<file path="config.mk">
export PLATFORM = sky130hd
export DESIGN_NAME = cfps_sequencer
export DESIGN_NICKNAME = d
export VERILOG_FILES = /design/src/hw/cfps_pkg.sv /design/src/hw/cfps_byte_shift.sv /design/src/hw/cfps_sequencer.sv
export SDC_FILE = /design/constraint.sdc
export NUM_CORES = 1
export LEC_CHECK = 0
export ABC_CLOCK_PERIOD_IN_PS = 4600
export BUFFER_PORTS_ARGS = -buffer_cell sky130_fd_sc_hd__buf_4
export CAP_MARGIN = 20
export CORE_ASPECT_RATIO = 1.1
export CORE_MARGIN = 3
export CORE_UTILIZATION = 45
export DETAILED_ROUTE_END_ITERATION = 7
export GPL_TIMING_DRIVEN = 0
export SYNTH_ARGS = -nofsm -noshare
export SYNTH_HDL_FRONTEND = slang
export SYNTH_HIERARCHICAL = 1
export SYNTH_SLANG_ARGS = --single-unit
</file>
<file path="constraint.sdc">
create_clock -name mclk -period 4.6 [get_ports mclk]
set_clock_uncertainty 0.15 [all_clocks]
set_input_delay 0.23 -clock mclk [delete_from_list [all_inputs] [get_ports mclk]]
set_output_delay 0.23 -clock mclk [all_outputs]
set_load 0.01 [all_outputs]
</file>
<file path="src/hw/cfps_pkg.sv">
`default_nettype none
package cfps_pkg;
  // clock rate and link timing
  localparam int unsigned MCLK_MHZ       = 20;           // mclk frequency in MHz
  localparam logic [2:0]  SCK_HALF_CYC   = 3'h4;         // mclk cycles per sck half period
  localparam logic [3:0]  SHIFT_BITS     = 4'h8;         // bits per link byte

  // frame framing bytes
  localparam logic [7:0]  FRAME_SOH      = 8'h01;        // command frame start
  localparam logic [7:0]  FRAME_STX      = 8'h02;        // status frame start
  localparam logic [7:0]  FRAME_ETX      = 8'h03;        // frame end marker
  localparam logic [7:0]  RX_FILL        = 8'h00;        // byte clocked out while receiving

  // primary status codes returned by the device
  localparam logic [7:0]  ST_CMD_ERR     = 8'h04;
  localparam logic [7:0]  ST_PARAM_ERR   = 8'h05;
  localparam logic [7:0]  ST_ACK         = 8'h06;
  localparam logic [7:0]  ST_SUM_ERR     = 8'h07;
  localparam logic [7:0]  ST_VERIFY_ERR  = 8'h0F;
  localparam logic [7:0]  ST_PROTECT_ERR = 8'h10;
  localparam logic [7:0]  ST_NACK        = 8'h15;
  localparam logic [7:0]  ST_MODE_PIN_WRITE_FAULT = 8'h18;
  localparam logic [7:0]  ST_ERASE_MARGIN_FAULT   = 8'h1A;
  localparam logic [7:0]  ST_VERIFY_MARGIN_FAULT  = 8'h1B;
  localparam logic [7:0]  ST_WRITE_ERR   = 8'h1C;
  localparam logic [7:0]  ST_BUSY        = 8'hFF;        // busy code, plain default

  // command codes, plain defaults
  localparam logic [7:0]  COM_STATUS     = 8'h70;
  localparam logic [7:0]  COM_RESET      = 8'h00;
  localparam logic [7:0]  COM_FREQ_SET   = 8'h90;

  // frame length field values
  localparam logic [7:0]  LENGTH_SHORT    = 8'h01;       // command code only
  localparam logic [7:0]  LENGTH_FREQ_SET = 8'h05;

  // frequency parameter bytes carried by the frequency-set frame: 8 MHz
  localparam logic [31:0] FREQ_PARAM_8MHZ = 32'h0800_0000;

  // status frame reception
  localparam logic [3:0]  RX_LAST_IDX    = 4'h5;         // start, length, two codes, sum, end
  localparam logic [3:0]  CODE_IDX       = 4'h2;         // position of primary status code
  localparam logic [3:0]  PRM_FIRST_IDX  = 4'h3;         // first parameter byte position

  // reset retries
  localparam logic [4:0]  RESET_MAX_ATTEMPTS = 5'h10;

  typedef enum logic [1:0] {
    CMD_STATUS   = 2'b00,
    CMD_RESET    = 2'b01,
    CMD_FREQ_SET = 2'b10
  } cfps_cmd_type;

  typedef enum logic [1:0] {
    RES_NORMAL   = 2'b00,
    RES_ABNORMAL = 2'b01,
    RES_TIMEOUT  = 2'b10
  } cfps_result_type;

  typedef enum logic [2:0] {
    S_IDLE  = 3'b000,
    S_SPACE = 3'b001,
    S_SEND  = 3'b010,
    S_DELAY = 3'b011,
    S_RECV  = 3'b100,
    S_CHECK = 3'b101
  } cfps_state_type;
endpackage
`default_nettype wire

</file>
<file path="src/hw/cfps_byte_shift.sv">
`timescale 1ns/1ns
`default_nettype none
module cfps_byte_shift (
  input  wire logic       mclk,
  input  wire logic       rst_sync_n,
  input  wire logic       shift_start,
  input  wire logic [7:0] shift_tx,
  input  wire logic       si_sync,
  output logic            shift_done,
  output logic [7:0]      shift_rx,
  output logic            sck,
  output logic            so
);
  import cfps_pkg::*;

  logic       active;   // byte in progress
  logic [2:0] div;      // half-period divider
  logic [3:0] bits_left; // bits still to clock
  logic [7:0] shreg;    // out on msb, in on lsb

  ////////////////////////////////////////////////////////////////////////////
  // one byte, msb first: data changes on the falling edge, sampled on rising.
  // sck idles high so the device sees no edge between bytes.
  // si arrives two cycles late through the synchroniser; the half period of
  // four cycles leaves the device two cycles of output delay.
  always_ff @(posedge mclk or negedge rst_sync_n) begin
    if (!rst_sync_n) begin
      active     <= 1'b0;
      div        <= 3'h0;
      bits_left  <= 4'h0;
      shreg      <= 8'h00;
      shift_done <= 1'b0;
      shift_rx   <= 8'h00;
      sck        <= 1'b1;
      so         <= 1'b1;
    end else begin
      shift_done <= 1'b0;
      if (!active) begin
        div <= 3'h0;
        // start ignored while a byte is in flight
        if (shift_start) begin
          active    <= 1'b1;
          shreg     <= shift_tx;
          bits_left <= SHIFT_BITS;
        end
      end else if (div == SCK_HALF_CYC - 3'h1) begin
        div <= 3'h0;
        if (sck) begin
          // falling edge: present next bit
          sck <= 1'b0;
          so  <= shreg[7];
        end else begin
          // rising edge: take the device bit
          sck       <= 1'b1;
          shreg     <= {shreg[6:0], si_sync};
          bits_left <= bits_left - 4'h1;
          if (bits_left == 4'h1) begin
            active     <= 1'b0;
            shift_done <= 1'b1;
            shift_rx   <= {shreg[6:0], si_sync};
          end
        end
      end else begin
        div <= div + 3'h1;
      end
    end
  end
endmodule
`default_nettype wire

</file>
<file path="src/hw/cfps_sequencer.sv">
// How it works
// status frame sent, wait, then read status
// acknowledge code means normal completion
// busy: resend status until limit, then time-out
// other codes abort, code kept
// device codes 04H, 05H, 07H
// device codes 0FH, 10H, 15H
// device codes 18H, 1AH, 1BH, 1CH
// spacing wait before reset or frequency frame
// reset: response delay, then status polling
// reset retried, sixteen attempts at most
// acknowledge to reset means synchronised
// device flags bad checksum, length, end marker
// time-out after reset ends without retry
// frequency frame, if sent, carries 8 MHz
// frequency: response delay, poll, report outcome
// device rejects out-of-range frequency with 05H
// frequency frame carries four parameter bytes
`timescale 1ns/1ns
`default_nettype none
module cfps_sequencer #(
  parameter int unsigned COMMAND_SPACING_US       = 100,   // spacing before a reset or frequency command
  parameter int unsigned STATUS_FRAME_DELAY_US    = 100,   // status command to status read
  parameter int unsigned RESET_RESPONSE_DELAY_US  = 1000,  // reset frame to first poll
  parameter int unsigned FREQ_SET_RESPONSE_DELAY_US = 1000, // frequency frame to first poll
  parameter int unsigned STATUS_LIMIT_US          = 10000, // busy limit, plain status
  parameter int unsigned RESET_LIMIT_US           = 10000, // busy limit after reset
  parameter int unsigned FREQ_SET_LIMIT_US        = 10000  // busy limit after frequency set
) (
  input  wire logic                       mclk,
  input  wire logic                       rst_n,
  input  wire logic                       start,
  input  wire cfps_pkg::cfps_cmd_type     cmd_sel,
  output logic                            busy,
  output logic                            done,
  output var cfps_pkg::cfps_result_type   result,
  output logic [7:0]                      primary_status_code,
  output logic [4:0]                      attempt_count,
  output logic                            sck,
  output logic                            so,
  input  wire logic                       si
);
  import cfps_pkg::*;

  // every wait is a least time, exact in whole cycles, never below one
  localparam int unsigned TCOM_CYC  = (COMMAND_SPACING_US * MCLK_MHZ > 0) ?
                                      COMMAND_SPACING_US * MCLK_MHZ : 1;
  localparam int unsigned TSF_CYC   = (STATUS_FRAME_DELAY_US * MCLK_MHZ > 0) ?
                                      STATUS_FRAME_DELAY_US * MCLK_MHZ : 1;
  localparam int unsigned TRST_CYC  = (RESET_RESPONSE_DELAY_US * MCLK_MHZ > 0) ?
                                      RESET_RESPONSE_DELAY_US * MCLK_MHZ : 1;
  localparam int unsigned TFREQ_CYC = (FREQ_SET_RESPONSE_DELAY_US * MCLK_MHZ > 0) ?
                                      FREQ_SET_RESPONSE_DELAY_US * MCLK_MHZ : 1;
  localparam int unsigned LST_CYC   = STATUS_LIMIT_US * MCLK_MHZ;
  localparam int unsigned LRST_CYC  = RESET_LIMIT_US * MCLK_MHZ;
  localparam int unsigned LFREQ_CYC = FREQ_SET_LIMIT_US * MCLK_MHZ;

  logic            rst_meta_n;    // reset release, first stage
  logic            rst_sync_n;    // reset used by the design
  logic            si_meta;       // data in, first stage, read only by si_sync
  logic            si_sync;       // data in, safe to read
  cfps_state_type  state;         // sequencer state
  cfps_cmd_type    cmd;           // command being run
  logic            poll_phase;    // 0: command frame, 1: status polling
  logic [3:0]      idx;           // byte index within frame
  logic            inflight;      // byte handed to shifter
  logic [31:0]     wait_cnt;      // down counter for spacing and delays
  logic [31:0]     poll_timer;    // time since polling began
  logic            shift_start;   // one-cycle start to shifter
  logic [7:0]      shift_tx;      // byte to send
  logic            shift_done;    // byte finished
  logic [7:0]      shift_rx;      // byte received
  logic [7:0]      cur_com;       // command code of current frame
  logic [7:0]      cur_len;       // frame length field of current frame
  logic [31:0]     cur_prm;       // frequency parameter bytes
  logic [7:0]      cur_sum;       // checksum of current frame
  logic [31:0]     limit_cyc;     // busy limit for the command
  logic            limit_over;    // busy limit expired
  logic            poll_begin;    // polling starts this cycle
  logic [7:0]      next_byte;     // byte at idx of current frame

  ////////////////////////////////////////////////////////////////////////////
  // reset release and input synchronisers
  always_ff @(posedge mclk or negedge rst_n) begin
    if (!rst_n) begin
      rst_meta_n <= 1'b0;
      rst_sync_n <= 1'b0;
    end else begin
      rst_meta_n <= 1'b1;
      rst_sync_n <= rst_meta_n;
    end
  end

  // si is driven off the device's view of sck, so it is asynchronous here
  always_ff @(posedge mclk or negedge rst_sync_n) begin
    if (!rst_sync_n) begin
      si_meta <= 1'b1;
      si_sync <= 1'b1;
    end else begin
      si_meta <= si;
      si_sync <= si_meta;
    end
  end

  ////////////////////////////////////////////////////////////////////////////
  // frame contents: SOH, length field, command, parameters, checksum, ETX
  always_comb begin
    cur_prm = FREQ_PARAM_8MHZ;
    if (poll_phase || cmd == CMD_STATUS) begin
      cur_com = COM_STATUS;
      cur_len = LENGTH_SHORT;
    end else if (cmd == CMD_RESET) begin
      cur_com = COM_RESET;
      cur_len = LENGTH_SHORT;
    end else begin
      cur_com = COM_FREQ_SET;
      cur_len = LENGTH_FREQ_SET;
    end
    // two's complement of the byte sum, so the device sees no checksum fault
    cur_sum = 8'h00 - cur_len - cur_com;
    if (cur_len == LENGTH_FREQ_SET) begin
      cur_sum = cur_sum - cur_prm[31:24] - cur_prm[23:16] - cur_prm[15:8] - cur_prm[7:0];
    end
  end

  always_comb begin
    if (idx == 4'h0) begin
      next_byte = FRAME_SOH;
    end else if (idx == 4'h1) begin
      next_byte = cur_len;
    end else if (idx == 4'h2) begin
      next_byte = cur_com;
    end else if ({4'h0, idx} < cur_len + 8'h02) begin
      // parameter bytes, first one most significant
      case (2'(idx - PRM_FIRST_IDX))
        2'b00:   next_byte = cur_prm[31:24];
        2'b01:   next_byte = cur_prm[23:16];
        2'b10:   next_byte = cur_prm[15:8];
        default: next_byte = cur_prm[7:0];
      endcase
    end else if ({4'h0, idx} == cur_len + 8'h02) begin
      next_byte = cur_sum;
    end else begin
      next_byte = FRAME_ETX;
    end
  end

  ////////////////////////////////////////////////////////////////////////////
  // busy time limit, chosen per command
  always_comb begin
    case (cmd)
      CMD_RESET:    limit_cyc = LRST_CYC;
      CMD_FREQ_SET: limit_cyc = LFREQ_CYC;
      default:      limit_cyc = LST_CYC;
    endcase
  end

  assign limit_over = (poll_timer >= limit_cyc);
  assign poll_begin = (state == S_DELAY) && (wait_cnt == 32'h0000_0000) && !poll_phase;

  // limit runs from the first status command of a poll, saturating
  always_ff @(posedge mclk or negedge rst_sync_n) begin
    if (!rst_sync_n) begin
      poll_timer <= 32'h0000_0000;
    end else if (state == S_IDLE || poll_begin) begin
      poll_timer <= 32'h0000_0000;
    end else if (poll_timer != 32'hFFFF_FFFF) begin
      poll_timer <= poll_timer + 32'h0000_0001;
    end
  end

  ////////////////////////////////////////////////////////////////////////////
  // command sequencer
  always_ff @(posedge mclk or negedge rst_sync_n) begin
    if (!rst_sync_n) begin
      state               <= S_IDLE;
      cmd                 <= CMD_STATUS;
      poll_phase          <= 1'b0;
      idx                 <= 4'h0;
      inflight            <= 1'b0;
      wait_cnt            <= 32'h0000_0000;
      shift_start         <= 1'b0;
      shift_tx            <= 8'h00;
      busy                <= 1'b0;
      done                <= 1'b0;
      result              <= RES_NORMAL;
      primary_status_code <= 8'h00;
      attempt_count       <= 5'h00;
    end else begin
      shift_start <= 1'b0;
      done        <= 1'b0;
      case (state)
        S_IDLE: begin
          // start ignored while busy
          if (start) begin
            busy          <= 1'b1;
            cmd           <= cmd_sel;
            idx           <= 4'h0;
            attempt_count <= 5'h01;
            if (cmd_sel == CMD_STATUS) begin
              poll_phase <= 1'b1;
              state      <= S_SEND;
            end else begin
              poll_phase <= 1'b0;
              wait_cnt   <= 32'(TCOM_CYC - 1);
              state      <= S_SPACE;
            end
          end
        end
        S_SPACE: begin
          if (wait_cnt == 32'h0000_0000) begin
            state <= S_SEND;
          end else begin
            wait_cnt <= wait_cnt - 32'h0000_0001;
          end
        end
        S_SEND: begin
          if (!inflight) begin
            shift_start <= 1'b1;
            shift_tx    <= next_byte;
            inflight    <= 1'b1;
          end else if (shift_done) begin
            inflight <= 1'b0;
            if ({4'h0, idx} == cur_len + 8'h03) begin
              idx   <= 4'h0;
              state <= S_DELAY;
              if (poll_phase) begin
                wait_cnt <= 32'(TSF_CYC - 1);
              end else if (cmd == CMD_RESET) begin
                wait_cnt <= 32'(TRST_CYC - 1);
              end else begin
                wait_cnt <= 32'(TFREQ_CYC - 1);
              end
            end else begin
              idx <= idx + 4'h1;
            end
          end
        end
        S_DELAY: begin
          if (wait_cnt != 32'h0000_0000) begin
            wait_cnt <= wait_cnt - 32'h0000_0001;
          end else if (!poll_phase) begin
            // response delay over: status polling begins
            poll_phase <= 1'b1;
            state      <= S_SEND;
          end else begin
            state <= S_RECV;
          end
        end
        S_RECV: begin
          if (!inflight) begin
            shift_start <= 1'b1;
            shift_tx    <= RX_FILL;
            inflight    <= 1'b1;
          end else if (shift_done) begin
            inflight <= 1'b0;
            if (idx == CODE_IDX) begin
              primary_status_code <= shift_rx;
            end
            if (idx == RX_LAST_IDX) begin
              idx   <= 4'h0;
              state <= S_CHECK;
            end else begin
              idx <= idx + 4'h1;
            end
          end
        end
        S_CHECK: begin
          if (primary_status_code == ST_ACK) begin
            // for reset this also marks the link synchronised
            result <= RES_NORMAL;
            done   <= 1'b1;
            busy   <= 1'b0;
            state  <= S_IDLE;
          end else if (primary_status_code == ST_BUSY) begin
            if (limit_over) begin
              // after reset a time-out is final, never retried
              result <= RES_TIMEOUT;
              done   <= 1'b1;
              busy   <= 1'b0;
              state  <= S_IDLE;
            end else begin
              state <= S_SEND;
            end
          end else if (cmd == CMD_RESET && attempt_count < RESET_MAX_ATTEMPTS) begin
            attempt_count <= attempt_count + 5'h01;
            poll_phase    <= 1'b0;
            wait_cnt      <= 32'(TCOM_CYC - 1);
            state         <= S_SPACE;
          end else begin
            result <= RES_ABNORMAL;
            done   <= 1'b1;
            busy   <= 1'b0;
            state  <= S_IDLE;
          end
        end
        default: begin
          state <= S_IDLE;
          busy  <= 1'b0;
        end
      endcase
    end
  end

  ////////////////////////////////////////////////////////////////////////////
  // byte shifter on the serial link
  cfps_byte_shift u_shift (
    .mclk        (mclk),
    .rst_sync_n  (rst_sync_n),
    .shift_start (shift_start),
    .shift_tx    (shift_tx),
    .si_sync     (si_sync),
    .shift_done  (shift_done),
    .shift_rx    (shift_rx),
    .sck         (sck),
    .so          (so)
  );
endmodule
`default_nettype wire

</file>
==> impl_metrics.toml <==
[logic_synthesis]
unique_masters_post_synth = 71
avgSynthCellArea_um2 = 9.90
ys_warn_count = 6
synth_sequential_area_ratio_pct = 47.8
synth_enable_flop_cells = 0
syn-num-nets = 719
fraction_of_synthesis_flops_using_an_asynchronous_set_or_reset_pin_pct = 100
synthDominantCellAreaShare_pct = 46.2
library_cell_occupying_the_most_area_in_the_post_synthesis_netlist = "sky130_fd_sc_hd__dfrtp_1"
synth_flop_cell = "sky130_fd_sc_hd__dfrtp_1"
ys_ff_latch = 132
synthesis.area_mm2 = 0.00693
synthTopCellsByArea = "sky130_fd_sc_hd__dfrtp_1 (46%), sky130_fd_sc_hd__mux2_2 (5.9%), sky130_fd_sc_hd__nor2_1 (4.1%)"
post_synthesis_instance_total = 700

[die]
placeableCoreArea_mm2 = 0.0147
floorplan.die.width_um = 124
die_area_mm2 = 0.0169
floorplan.rows = 46
floorplan.initialDensity_pct = 47.0
die_y_um = 136
pin_count = 25

[sta]
hold_viol = 0
slew_viol_final = 0
max_freq_mhz = 331
rsz0062_at_grt = "no"
layout_min_cycle_time_ns = 3.02
tns_ns = 0
final.period_utilization_pct = 65.7
slew-limit-headroom_pct = 43.3
timing_worst_slew_pin_value_ns = 0.849
setup_viol = 0
fin_ws_ns = 1.58

[run_status]
result_of_the_run = "finished, final reports clean"

[worst_setup_path]
r2r_setup_slack_ns = 1.58
r2r_end = "wait_cnt[25]$_DFFE_PN0P_"
critical_path_cell_with_the_highest_stage_delay = "sky130_fd_sc_hd__or4_1"
critPathRequiredTime_ns = 4.80
critical-path-top-delay-family = "simple AND/OR/NAND/NOR gates"
worst_path_most_repeated_cell = "sky130_fd_sc_hd__o21ai_0"
crit_path_max_fanout = 10
critPathBufInv = 1
critical_path.startpoint_type = "flop"
element_type_at_the_critical_path_end = "flop"
timing.setup.critical_path_class = "flop to flop"
worst_path_largest_cell_delay_ns = 0.57
crit_arrival_ns = 3.22
worstReg2RegStart = "primary_status_code[3]$_DFFE_PN0P_"
crit_chain = "or4_1 -> nor4_2 -> a221oi_1 -> nand2_1 -> clkbuf_1 -> o21ai_0 -> o21ai_0"
number_of_cells_on_the_worst_reg_to_reg_path = 7

[pwr]
internal_power_mw = 2.01
maximum_ir_drop_on_the_vdd_rail_mv = 0.232
power_density_mw_per_mm2 = 323
power_frac_seq_pct = 45.4
power_switching_mw = 0.587
total_leakage_power_nw = 3.51
p_sw_share_pct = 22.6
power_frac_comb_pct = 1.6
clkPwrFrac_pct = 52.9
report.power.total_mw = 2.60

[layout]
layout-drive-gt1-share_pct = 17.7
antenna-diode-count = 0
fill_cells = 1354
layout.area.seq_mm2 = 0.00331
multiInputGateArea_mm2 = 0.00341
area_growth_pct = 16.0
finish.net_count = 769
number_of_standard_cells_in_the_layout_taps_in_and_fillers_out = 955

[routing]
drtAntennaViolNets = 0
routed_wl_um = 16100
drtPass1Iterations = 5
wire_per_inst_um = 16.9
drt-vias-per-instance = 5.83
drc = 0
drc_marker_count_from_the_first_detailed_route_iteration = 414
dr_total_vias = 5571

[cts]
clock_tree.htree_level_count = 4
master_cell_of_the_clock_root_buffer = "sky130_fd_sc_hd__clkbuf_16"
gates_resized_cts_repair = 0
clock-sinks = 132
cts-root-to-sink-buffers = 2
cts_buffer_count = 17
cts_tree = "yes"
clkSlewWorstSetupHoldPaths_ns = 0.06
clkLatencyLatePin_ns = 0.42

[placed_design]
numPortBuffers = 24
post-place-cells = 917
routabilityCongestion = 0.860
pre_cts_slack_ns = 1.59
placed_wire_length_estimate_um = 11300

[min_path]
worst_hold_path_type = "flop to flop"
min_to = "rst_sync_n$_DFF_PN0_"
min_delay_path_depth = 0
worst_hold_startpoint = "rst_meta_n$_DFF_PN0_"

[flow_run]
timing.max_cap.violations = 0

[global_route]
grt_first_pass_wirelength_um = 27500
via_count_of_the_first_global_routing_pass = 5602
antenna_found_initial = 1
overflow = 0
grt_max_degree = 73
globalRouteTotalUtil_pct = 19.8
-- cell usage after synthesis, types with 6 or more instances --
library cell	count
sky130_fd_sc_hd__nand2_1	60
sky130_fd_sc_hd__nor3_1	18
sky130_fd_sc_hd__nor2_1	75
sky130_fd_sc_hd__and4_1	7
sky130_fd_sc_hd__or4_1	6
sky130_fd_sc_hd__nand4_1	22
sky130_fd_sc_hd__ha_1	13
sky130_fd_sc_hd__xor2_1	27
sky130_fd_sc_hd__inv_1	17
sky130_fd_sc_hd__o211ai_1	6
sky130_fd_sc_hd__a211oi_1	6
sky130_fd_sc_hd__clkbuf_1	19
sky130_fd_sc_hd__mux2_2	36
sky130_fd_sc_hd__nand2b_1	8
sky130_fd_sc_hd__nor4_1	9
sky130_fd_sc_hd__a21oi_1	26
sky130_fd_sc_hd__a31oi_1	15
sky130_fd_sc_hd__o21ai_0	39
sky130_fd_sc_hd__dfrtp_1	128
sky130_fd_sc_hd__nand3_1	28
sky130_fd_sc_hd__a22o_1	6
sky130_fd_sc_hd__xnor2_1	8
sky130_fd_sc_hd__and3_1	16
sky130_fd_sc_hd__o21a_1	7
sky130_fd_sc_hd__or3_1	7
-- layout make-up --
class	count	area share, %
inverters	18	0.841
multi-input cells	522	42.4
clock inverters	14	2.04
flip-flops and latches	132	41.2
plain buffers	28	1.82
clock buffers	18	5.46
well taps	192	2.99
repair buffers	31	3.27
-- power groups by stage --
stage / Sequential, mW / Combinational (mW) / Clock, mW
after floorplan: 1.21 / 0.0154 / 0
after global placement: 1.21 / 0.0232 / 0
after detailed placement: 1.20 / 0.0392 / 0
after CTS: 1.18 / 0.0431 / 1.40
after global routing: 1.18 / 0.0483 / 1.46
final: 1.18 / 0.0424 / 1.37
-- sequential cells by signal, indices dropped and copies added (netlist names), 2 cells and up --
| register | count |
|---|---|
| attempt_count | 5 |
| cmd | 2 |
| idx | 4 |
| poll_timer | 32 |
| primary_status_code | 8 |
| result | 2 |
| shift_tx | 8 |
| state | 3 |
| u_shift/bits_left | 4 |
| u_shift/div | 3 |
| u_shift/shift_rx | 8 |
| u_shift/shreg | 8 |
| wait_cnt | 32 |
-- worst max-delay path by stage --
| stage | from | end | slack [ns] | cells past startpoint |
|---|---|---|---|---|
| floorplan | rst_sync_n$_DFF_PN0_ | attempt_count[0]$_DFFE_PN0P_ | 0.51 | 0 |
| global placement | rst_sync_n$_DFF_PN0_ | poll_timer[3]$_DFFE_PN0P_ | -0.99 | 0 |
| detailed placement | primary_status_code[3]$_DFFE_PN0P_ | wait_cnt[22]$_DFFE_PN0P_ | 1.59 | 7 |
| CTS | primary_status_code[3]$_DFFE_PN0P_ | wait_cnt[22]$_DFFE_PN0P_ | 1.55 | 7 |
| global route | primary_status_code[3]$_DFFE_PN0P_ | wait_cnt[22]$_DFFE_PN0P_ | 1.36 | 7 |
| finish | primary_status_code[3]$_DFFE_PN0P_ | wait_cnt[25]$_DFFE_PN0P_ | 1.58 | 7 |
-- through the flow --
step           cell area, um^2  hold WS [ns]  utilization [%]
2_1_floorplan             6930        -0.216                -
3_3_place_gp              7350        -0.137             49.9
3_5_place_dp              7380        -0.137             50.1
4_1_cts                   8030         0.208             54.5
5_1_grt                   8040         0.215             54.6
6_report                  8040         0.204             54.6
-- layout by cell type, fill, tap and decap left out, drive strengths merged, types with 8 or more instances in the layout --
| cell type | count |
|---|---|
| dfrtp | 128 |
| nor2 | 76 |
| nand2 | 60 |
| o21ai | 40 |
| clkbuf | 38 |
| mux2 | 36 |
| buf | 34 |
| nand3 | 32 |
| xor2 | 27 |
| a21oi | 26 |
| nand4 | 23 |
| inv | 23 |
| nor3 | 22 |
| and3 | 16 |
| a31oi | 15 |
| ha | 13 |
| nor4 | 12 |
| nand2b | 8 |
| xnor2 | 8 |
| or3 | 8 |
| or4 | 8 |
-- cell families (layout without fill, tap and decap cells) --
| family | Yosys count | after routing | synth area share, % |
|---|---|---|---|
| flops | 132 | 132 | 47.8 |
| compound gates | 137 | 137 | 12.7 |
| xor+xnor | 35 | 35 | 4.42 |
| buf+inv | 46 | 109 | 3.09 |
| fa+ha+maj | 13 | 13 | 2.35 |
| simple gates | 299 | 299 | 23.6 |
| other cells | 1 | 1 | 0.0541 |
| mux | 37 | 37 | 6.00 |
-- what timing repair did --
action / in CTS / in global routing
hold buffers: 5 / 0
setup buffers: 0 / 0
endpoints found under the setup margin: 0 / 0
endpoints found under the hold margin: 5 / 0
-- routing by layer --
metal  part of all wire [%]  global-route usage, %
met5                  0.099                      0
met4                    1.9                   8.53
met3                    3.6                   3.73
met2                     49                   33.5
met1                     45                   24.9
Note: power is estimated with default switching activity, not from simulation.
